## config.mk

```make
export PLATFORM = sky130hd
export DESIGN_NAME = buck_voltage_setting_regs
export DESIGN_NICKNAME = d
export VERILOG_FILES = /design/src/hdl/buck_voltage_setting_regs.v
export VERILOG_INCLUDE_DIRS = /design/src /design/src/hdl
export SDC_FILE = /design/constraint.sdc
export NUM_CORES = 1
export LEC_CHECK = 0
export BUFFER_PORTS_ARGS = -buffer_cell sky130_fd_sc_hd__buf_2
export CORE_MARGIN = 4
export CORE_UTILIZATION = 65
export CTS_BUF_LIST = sky130_fd_sc_hd__clkbuf_2
export DETAILED_ROUTE_END_ITERATION = 16
export PLACE_DENSITY = 0.95
export SYNTH_ARGS = -nofsm -noshare
export SYNTH_HDL_FRONTEND = slang
export SYNTH_SLANG_ARGS = --single-unit
export TNS_END_PERCENT = 10
```

## constraint.sdc

```tcl
create_clock -name core_clk -period 8.17 [get_ports core_clk]
set_input_delay 0.4085 -clock core_clk [delete_from_list [all_inputs] [get_ports core_clk]]
set_output_delay 0.4085 -clock core_clk [all_outputs]
set_load 0.02 [all_outputs]
```

## src/hdl/buck_voltage_setting_defines.vh

```
// Offsets, field layout, reset values and timing counts of the buck voltage registers
`ifndef BUCK_VOLTAGE_SETTING_DEFINES_VH
`define BUCK_VOLTAGE_SETTING_DEFINES_VH
// ==========================================================
// Register offsets
`define BUCK1_VOLTAGE_CONFIG_ADDR 8'h16
`define BUCK2_VOLTAGE_CONFIG_ADDR 8'h17
`define COMMIT_REG_ADDR 8'h1A
// ==========================================================
// Field layout
`define PULSE_SKIP_BIT 7
`define RESERVED_BIT 6
`define CODE_MSB 5
`define CODE_LSB 0
// ==========================================================
// Reset values
`define BUCK_CONFIG_RESET 8'h99
`define PULSE_SKIP_RESET 1'h1
`define CODE_RESET 6'h19
`define MV_RESET 11'h44C
// ==========================================================
// Voltage code mapping, millivolts
`define CODE_BREAK 6'h32
`define MV_BASE 11'h352
`define MV_FINE_STEP 11'h00A
`define MV_BREAK 11'h546
`define MV_COARSE_STEP 11'h019
// ==========================================================
// Timing
`define CLK_FREQ_MHZ 250
`define BLANK_TIME_US 5000
`define BLANK_CYCLES 21'h1312D0
`define BLANK_CNT_W 21
`endif

```

## src/hdl/buck_voltage_setting_regs.v

```verilog
// Voltage and light-load configuration registers of the first two step-down converters
// ==========================================================
`timescale 1ns/1ps
`default_nettype none
`include "buck_voltage_setting_defines.vh"
module buck_voltage_setting_regs #(
  parameter [`BLANK_CNT_W-1:0] BLANK_CYCLES = `BLANK_CYCLES
) (
  input wire core_clk,
  input wire rst_b,
  input wire [7:0] reg_addr,
  input wire reg_wr_en,
  input wire [7:0] reg_wr_data,
  input wire reg_rd_en,
  output reg [7:0] reg_rd_data_ff,
  input wire wr_unlock,
  input wire voltage_commit,
  input wire voltage_commit_alt,
  input wire [1:0] light_load,
  output reg [5:0] buck1_voltage_code_ff,
  output reg [5:0] buck2_voltage_code_ff,
  output reg [10:0] buck1_target_mv_ff,
  output reg [10:0] buck2_target_mv_ff,
  output reg [1:0] pulse_skip_active_ff,
  output reg monitor_blank_ff
);
  // ==========================================================
  // Address decode
  function reg_hit;
    input [7:0] addr;
    input [7:0] target;
    begin
      reg_hit = (addr == target);
    end
  endfunction

  // ==========================================================
  // Read image; the reserved bit is tied low, never stored
  function [7:0] pack_reg;
    input skip;
    input [5:0] code;
    begin
      pack_reg = {skip, 1'b0, code};
    end
  endfunction

  // ==========================================================
  // Code to millivolt mapping, fine steps up to the break code
  function [10:0] code_to_mv;
    input [5:0] code;
    begin
      if (code <= `CODE_BREAK) begin
        code_to_mv = `MV_BASE + {5'h00, code} * `MV_FINE_STEP;
      end else begin
        code_to_mv = `MV_BREAK + {5'h00, code - `CODE_BREAK} * `MV_COARSE_STEP;
      end
    end
  endfunction

  // ==========================================================
  // Internal state
  reg pulse_skip1_ff;
  reg pulse_skip2_ff;
  reg [5:0] buck1_prog_ff;
  reg [5:0] buck2_prog_ff;
  reg [`BLANK_CNT_W-1:0] blank_cnt_ff;
  reg [1:0] ll_s1_ff;
  reg [1:0] ll_s2_ff;
  reg [1:0] ll_s3_ff;
  reg [1:0] ll_ff;
  reg [1:0] nxt_ll;
  reg [7:0] nxt_rd_data;
  wire [1:0] pulse_skip_enable;
  wire hit1;
  wire hit2;
  wire wr_ok1;
  wire wr_ok2;
  wire wr_ok;
  wire commit;

  // ==========================================================
  // Write qualification
  assign hit1 = reg_hit(reg_addr, `BUCK1_VOLTAGE_CONFIG_ADDR);
  assign hit2 = reg_hit(reg_addr, `BUCK2_VOLTAGE_CONFIG_ADDR);
  // Locked writes vanish silently
  assign wr_ok1 = reg_wr_en & wr_unlock & hit1;
  assign wr_ok2 = reg_wr_en & wr_unlock & hit2;
  assign wr_ok = wr_ok1 | wr_ok2;
  assign commit = voltage_commit | voltage_commit_alt;
  assign pulse_skip_enable = {pulse_skip2_ff, pulse_skip1_ff};

  // ==========================================================
  // First converter programmed fields
  always @(posedge core_clk or negedge rst_b) begin
    if (!rst_b) begin
      pulse_skip1_ff <= `PULSE_SKIP_RESET;
      buck1_prog_ff <= `CODE_RESET;
    end else if (wr_ok1) begin
      pulse_skip1_ff <= reg_wr_data[`PULSE_SKIP_BIT];
      buck1_prog_ff <= reg_wr_data[`CODE_MSB:`CODE_LSB];
    end
  end

  // ==========================================================
  // Second converter programmed fields
  always @(posedge core_clk or negedge rst_b) begin
    if (!rst_b) begin
      pulse_skip2_ff <= `PULSE_SKIP_RESET;
      buck2_prog_ff <= `CODE_RESET;
    end else if (wr_ok2) begin
      pulse_skip2_ff <= reg_wr_data[`PULSE_SKIP_BIT];
      buck2_prog_ff <= reg_wr_data[`CODE_MSB:`CODE_LSB];
    end
  end

  // ==========================================================
  // Read back; unmapped addresses read zero
  always @* begin
    nxt_rd_data = 8'h00;
    if (hit1) begin
      nxt_rd_data = pack_reg(pulse_skip1_ff, buck1_prog_ff);
    end else if (hit2) begin
      nxt_rd_data = pack_reg(pulse_skip2_ff, buck2_prog_ff);
    end
  end

  always @(posedge core_clk or negedge rst_b) begin
    if (!rst_b) begin
      reg_rd_data_ff <= 8'h00;
    end else if (reg_rd_en) begin
      reg_rd_data_ff <= nxt_rd_data;
    end
  end

  // ==========================================================
  // First converter applied code; a commit in the write cycle takes the old code
  always @(posedge core_clk or negedge rst_b) begin
    if (!rst_b) begin
      buck1_voltage_code_ff <= `CODE_RESET;
      buck1_target_mv_ff <= `MV_RESET;
    end else if (commit) begin
      buck1_voltage_code_ff <= buck1_prog_ff;
      buck1_target_mv_ff <= code_to_mv(buck1_prog_ff);
    end
  end

  // ==========================================================
  // Second converter applied code
  always @(posedge core_clk or negedge rst_b) begin
    if (!rst_b) begin
      buck2_voltage_code_ff <= `CODE_RESET;
      buck2_target_mv_ff <= `MV_RESET;
    end else if (commit) begin
      buck2_voltage_code_ff <= buck2_prog_ff;
      buck2_target_mv_ff <= code_to_mv(buck2_prog_ff);
    end
  end

  // ==========================================================
  // Monitor blanking, restarted by every accepted write
  always @(posedge core_clk or negedge rst_b) begin
    if (!rst_b) begin
      blank_cnt_ff <= {`BLANK_CNT_W{1'b0}};
      monitor_blank_ff <= 1'b0;
    end else if (wr_ok) begin
      blank_cnt_ff <= BLANK_CYCLES - 1'b1;
      monitor_blank_ff <= 1'b1;
    end else if (blank_cnt_ff != {`BLANK_CNT_W{1'b0}}) begin
      blank_cnt_ff <= blank_cnt_ff - 1'b1;
    end else begin
      monitor_blank_ff <= 1'b0;
    end
  end

  // ==========================================================
  // Load condition from the analog side, three-stage synchroniser
  always @(posedge core_clk or negedge rst_b) begin
    if (!rst_b) begin
      ll_s1_ff <= 2'h0;
      ll_s2_ff <= 2'h0;
      ll_s3_ff <= 2'h0;
    end else begin
      ll_s1_ff <= light_load;
      ll_s2_ff <= ll_s1_ff;
      ll_s3_ff <= ll_s2_ff;
    end
  end

  // ==========================================================
  // Bitwise agree filter rejects one-cycle glitches
  always @* begin
    nxt_ll = (ll_s2_ff & ll_s3_ff) | (ll_ff & (ll_s2_ff | ll_s3_ff));
  end

  // ==========================================================
  // Pulse-skip only when enabled and the load is light
  always @(posedge core_clk or negedge rst_b) begin
    if (!rst_b) begin
      ll_ff <= 2'h0;
      pulse_skip_active_ff <= 2'h0;
    end else begin
      ll_ff <= nxt_ll;
      pulse_skip_active_ff <= pulse_skip_enable & ll_ff;
    end
  end
endmodule
`default_nettype wire
```

Word-level counts from Yosys, hierarchy flattened
Index checks and enable logic that the tools add are counted.
W data, S select, Z words.
{"block": "word_totals", "ff_bits": 88, "in_bits": 25, "out_inout_bits": 45, "wordCells": 52}
{"block": "classes", "add_sub_neg": 7, "mul": 4, "magnitude_cmp": 2, "eq_ne": 3, "n_mux": 8, "n_bitwise": 10, "n_reduce_logical": 2}
{"cell": "$mux W21", "count": 2}
{"cell": "$add A10 B10 Y11 const A", "count": 2}
{"cell": "$add A11 B11 Y11 const A", "count": 2}
{"cell": "$mul A6 B5 Y11 const B", "count": 2}
{"cell": "$mux W11", "count": 2}
{"cell": "$reduce_bool A21 Y1", "count": 1}
{"cell": "$sub A21 B1 Y21 const B", "count": 1}
{"cell": "$mul A6 B3 Y9 const B", "count": 2}
{"cell": "$eq A8 B5 Y1 const B", "count": 2}
{"cell": "$mux W8", "count": 2}
{"cell": "$le A6 B6 Y1 const B", "count": 2}
{"cell": "$sub A6 B6 Y6 const B", "count": 2}
{"cell": "$and A2 B2 Y2", "count": 3}
{"cell": "$or A2 B2 Y2", "count": 2}
{"cell": "$and A1 B1 Y1", "count": 3}
{"cell": "$mux W1", "count": 2}
{"cell": "$ne A2 B2 Y1 const B", "count": 1}
{"cell": "$or A1 B1 Y1", "count": 2}
{"cell": "$reduce_bool A2 Y1", "count": 1}

Logic depth before layout (Yosys ltp)
{"block": "depth", "depth_word": 4, "ltp_mapped": 15, "mapped_depth_nobuf": 15}

Worst setup path before layout
OpenSTA, ideal clock, no wires.
{"block": "synth_timing", "path_type": "register to register", "from": "register buck2_prog_ff[3]", "to": "register buck2_target_mv_ff[10]", "setup_ns": 0.079, "arrival_time_ns": 3.558, "t_required_ns": 8.091, "slack_ns": 4.533, "stages_incl_launch_ff": 14, "path_buffers": 1, "period_less_slack_ns": 3.637, "path_cell_list": "dfstp_2 > clkbuf_1 > nor3_1 > xnor2_1 > ha_1 > ha_1 > ha_1 > ha_1 > and3_1 > a221o_1 > o41ai_1 > xor2_1 > a22o_1 > o21ai_0"}
{"block": "synth_between", "elab_chain_cells": 4, "word_cells_on_any_way": 7, "classes_between": "add/sub: 3; mul: 2; order compare: 1; mux: 1"}
{"item": "start: declaration", "line_no": "buck_voltage_setting_regs.v:65", "source": "reg [5:0] buck2_prog_ff;"}
{"item": "start signal: assignment", "line_no": "buck_voltage_setting_regs.v:109", "source": "buck2_prog_ff <= `CODE_RESET;"}
{"item": "start signal: assignment", "line_no": "buck_voltage_setting_regs.v:112", "source": "buck2_prog_ff <= reg_wr_data[`CODE_MSB:`CODE_LSB];"}
{"item": "$sub A6 B6 Y6 (no line)"}
{"item": "$mul A6 B5 Y11 (no line)"}
{"item": "$add A11 B11 Y11 (no line)"}
{"item": "$mux W11 *", "line_no": "buck_voltage_setting_regs.v:52", "source": "if (code <= `CODE_BREAK) begin"}
{"item": "end signal: assignment", "line_no": "buck_voltage_setting_regs.v:152", "source": "buck2_target_mv_ff <= `MV_RESET;"}
{"item": "end signal: assignment", "line_no": "buck_voltage_setting_regs.v:155", "source": "buck2_target_mv_ff <= code_to_mv(buck2_prog_ff);"}
{"item": "end: declaration", "line_no": "buck_voltage_setting_regs.v:23", "source": "output reg [10:0] buck2_target_mv_ff,"}
Every way passes the cells marked *; elsewhere a longest branch is shown, timed or not.
A chain may end at the register's enable or synchronous reset.

Worst setup path in the final report
{"block": "layout_timing", "from": "register buck2_prog_ff[1]", "to": "register buck2_target_mv_ff[10]"}
Same word-level chain as after synthesis.

==> impl_metrics.tcl <==
set metrics [dict create \
    cts-root-buf "clkbuf_2" \
    port_buffers 67 \
    grt_start_max_net_pins 88 \
    clk_path_buf_depth 2 \
    vias 4717 \
    num-fill-cells 502 \
    clock_latency_ns 0.60 \
    drt_iter0_markers 277 \
    register_area_mm2 0.00220 \
    post-cts-setup-buffer-count 0 \
    dieArea_mm2 0.0103 \
    ant_nets 0 \
    crit_type "reg2reg" \
    synth_edf_count 0 \
    antenna_found_initial 0 \
    path_clk_slew_ns 0.25 \
    synth_largest_area_cell "dfrtp_1" \
    syn_area_per_cell_um2 9.58 \
    io_pins 70 \
    area_growth_pct 9.98 \
    drv_slew 0 \
    overflow 0 \
    synth_async_sr_flop_share 1.00 \
    worstPathRequired_ns 8.69 \
    vias_per_cell 6.17 \
    min_period_ns 4.31 \
    relSlewSlack 0.284 \
    yosys_warnings 0 \
    crit_chain "inv_1 > ha_1 > xor2_1 > inv_1 > ha_1 > inv_1 > ha_1 > ha_1 > ha_1 > and3_1 > a221o_1 > o41ai_1 > xor2_1 > a22o_1 > o21ai_0" \
    peakVddDrop_mv 0.114 \
    powerDensity_mw_per_mm2 175 \
    highest_layer "met4" \
    path_buf_inv 3 \
    met3_length_um 856 \
    dp_hpwl_um 10000 \
    critical-path-max-stage-delay_ns 0.65 \
    setup_viol 0 \
    ys_seq_area_frac 0.389 \
    clkSinkCount 87 \
    h-tree-depth 3 \
    cts_buffers 9 \
    crit_path_top_delay_cell "dfrtp_1" \
    netlist_instances 591 \
    nets 752 \
    rows 33 \
    drt-wirelength-per-cell_um 17.6 \
    initial_core_util 0.679 \
    tightest_slew_ns 1.07 \
    leakage_nw 2.95 \
    maxCapViolCount 0 \
    core_area_mm2 0.00834 \
    worstSetupStartpointType "flop" \
    tns_ns 0 \
    yosys-top-cells-count "69 x ha_1, 65 x dfrtp_1, 64 x nand2_1" \
    hold_violations 0 \
    cp_max_fo 10 \
    drive_above_1_share 0.202 \
    ys_ff_latch 87 \
    cp-end-kind "flop" \
    cts_tree "done" \
    netlist_top_cells_area "dfrtp_1 29%, ha_1 15%, dfstp_2 10%, xnor2_1 5.3%, nand2_1 4.2%" \
    status "finished, final reports clean" \
    grt_pass1_vias 4929 \
    track_usage 0.281 \
    yosysMostFrequentCell "ha_1" \
    grt_pass1_wl_um 23100 \
    num_antenna_cells 0 \
    syn_nets 689 \
    hold_class "in2reg" \
    multi_input_area_mm2 0.00320 \
    wl_met1_um 4970 \
    rsz0062_at_grt "no" \
    wirelength_um 13500 \
    arrival_ns 4.83 \
    synth_cell_types 60 \
    crit_family "adder cells" \
    finalCritPeriodShare 0.528 \
    ys.flop_type "dfrtp_1" \
    cts_resized 0 \
    finClkSkew_ns 0.0413 \
    syn_area_mm2 0.00566 \
    route.met2.wl_um 7090 \
    die_width_um 101 \
    dieHeight_um 101 \
    gp_congestion 0.899 \
    fmax_ghz 0.232 \
    first_pass_iters 5 \
    drc_errors 0 \
    yosys.area.top_type_share 0.287 \
    fin_util 0.747 \
    cp_common_cell "ha_1" \
]
-- routing by layer --
layer  global-route usage  vias up
li1                     -     2171
met1                0.332     2266
met2                0.495      223
met4                0.133        0
met5                    0        -
met3               0.0496       57
-- sequential cells by signal, indices dropped and copies added, names as in the netlist, 6 cells and up --
signal,cells
buck1_voltage_code_ff,6
buck1_prog_ff,6
buck2_voltage_code_ff,6
reg_rd_data_ff,7
buck2_target_mv_ff,11
buck1_target_mv_ff,11
buck2_prog_ff,6
blank_cnt_ff,21
-- path summary, 6_finish.rpt --
path,from,end,slack [ns],depth (start not counted)
min in group asynchronous,rst_b,blank_cnt_ff[10]$_DFFE_PN0P_,0.51,2
max in group asynchronous,rst_b,buck1_target_mv_ff[1]$_DFFE_PN0P_,6.94,2
setup / recovery,buck2_prog_ff[1]$_DFFE_PN0P_,buck2_target_mv_ff[10]$_DFFE_PN1P_,3.86,15
setup reg to reg,buck2_prog_ff[1]$_DFFE_PN0P_,buck2_target_mv_ff[10]$_DFFE_PN1P_,3.86,15
hold / removal,reg_wr_data[0],buck1_prog_ff[0]$_DFFE_PN1P_,0.04,3
hold reg to reg,ll_s1_ff[1]$_DFF_PN0_,ll_s2_ff[1]$_DFF_PN0_,0.39,0
-- stage by stage --
step                      hold slack [ns]  total power, mW  area, µm²  cells  setup slack, ns
after CTS                          0.0336             1.09       6230    764             3.89
after detailed placement            0.344            0.841       6070    745             3.94
after global placement              0.334            0.812       6070    745             4.21
after global routing               0.0201             1.15       6230    764             3.59
final                              0.0435             1.09       6230    764             3.86
after floorplan                     0.113            0.749       5660    591             4.53
-- where the power goes --
part | total, mW | switching (mW) | internal [mW]
Combinational | 0.328 | 0.188 | 0.140
Sequential | 0.515 | 0.0367 | 0.478
Clock | 0.246 | 0.168 | 0.0781
Total | 1.09 | 0.392 | 0.697
-- cell type report --
| class | count | share of cell area |
|---|---|---|
| Clock inverter | 6 | 0.0125 |
| Timing Repair Buffer | 73 | 0.0627 |
| Multi-Input combinational cell | 436 | 0.514 |
| Inverter | 47 | 0.0283 |
| Tap cell | 105 | 0.0211 |
| Clock buffer | 10 | 0.00803 |
| Sequential cell | 87 | 0.354 |
-- cell families after synthesis --
| group | Yosys count | synth area share |
|---|---|---|
| simple gates | 177 | 0.151 |
| compound gates | 105 | 0.113 |
| flops | 87 | 0.389 |
| fa+ha+maj | 75 | 0.170 |
| buf+inv | 68 | 0.0464 |
| xor+xnor | 52 | 0.0804 |
| mux | 26 | 0.0493 |
| other cells | 1 | 0.000662 |
-- worst reg2reg max path, delay by kind of cell (launching register included) --
| kind | cells | cell delay [ns] |
|---|---|---|
| adders and majority gates | 5 | 1.53 |
| AOI/OAI and AO/OA | 4 | 1.11 |
| and+or+nand+nor | 1 | 0.18 |
| DFF | 1 | 0.65 |
| xor gates and xnor gates | 2 | 0.44 |
| buffers and inverters | 3 | 0.39 |
-- cells in the final DEF (no fill, tap or decap), types with 3 or more instances in the layout --
master,synthesis,layout
ha_1,69,69
buf_2,0,66
dfrtp_1,65,65
nand2_1,64,64
inv_1,47,47
nor2_1,41,40
o21ai_0,36,36
xnor2_1,34,34
a21oi_1,29,29
dfstp_2,22,22
xor2_1,18,18
mux2_2,15,15
nor3_1,13,13
nand3_1,12,12
mux2i_1,11,11
or3_1,10,10
clkbuf_2,0,10
o22ai_1,7,7
and3_1,5,5
or4_1,4,4
nor4_1,4,4
nor2b_1,4,4
o21a_1,4,4
fa_1,4,4
buf_4,2,4
o21bai_1,3,3
or2_2,3,3
o31ai_1,3,3
nand2b_1,3,3
dlygate4sd3_1,0,3
-- repair_timing --
action,CTS,global route
hold buffers,3,0
setup endpoints to repair,0,0
hold endpoints to repair,16,0
(Power assumes the default switching activity.)
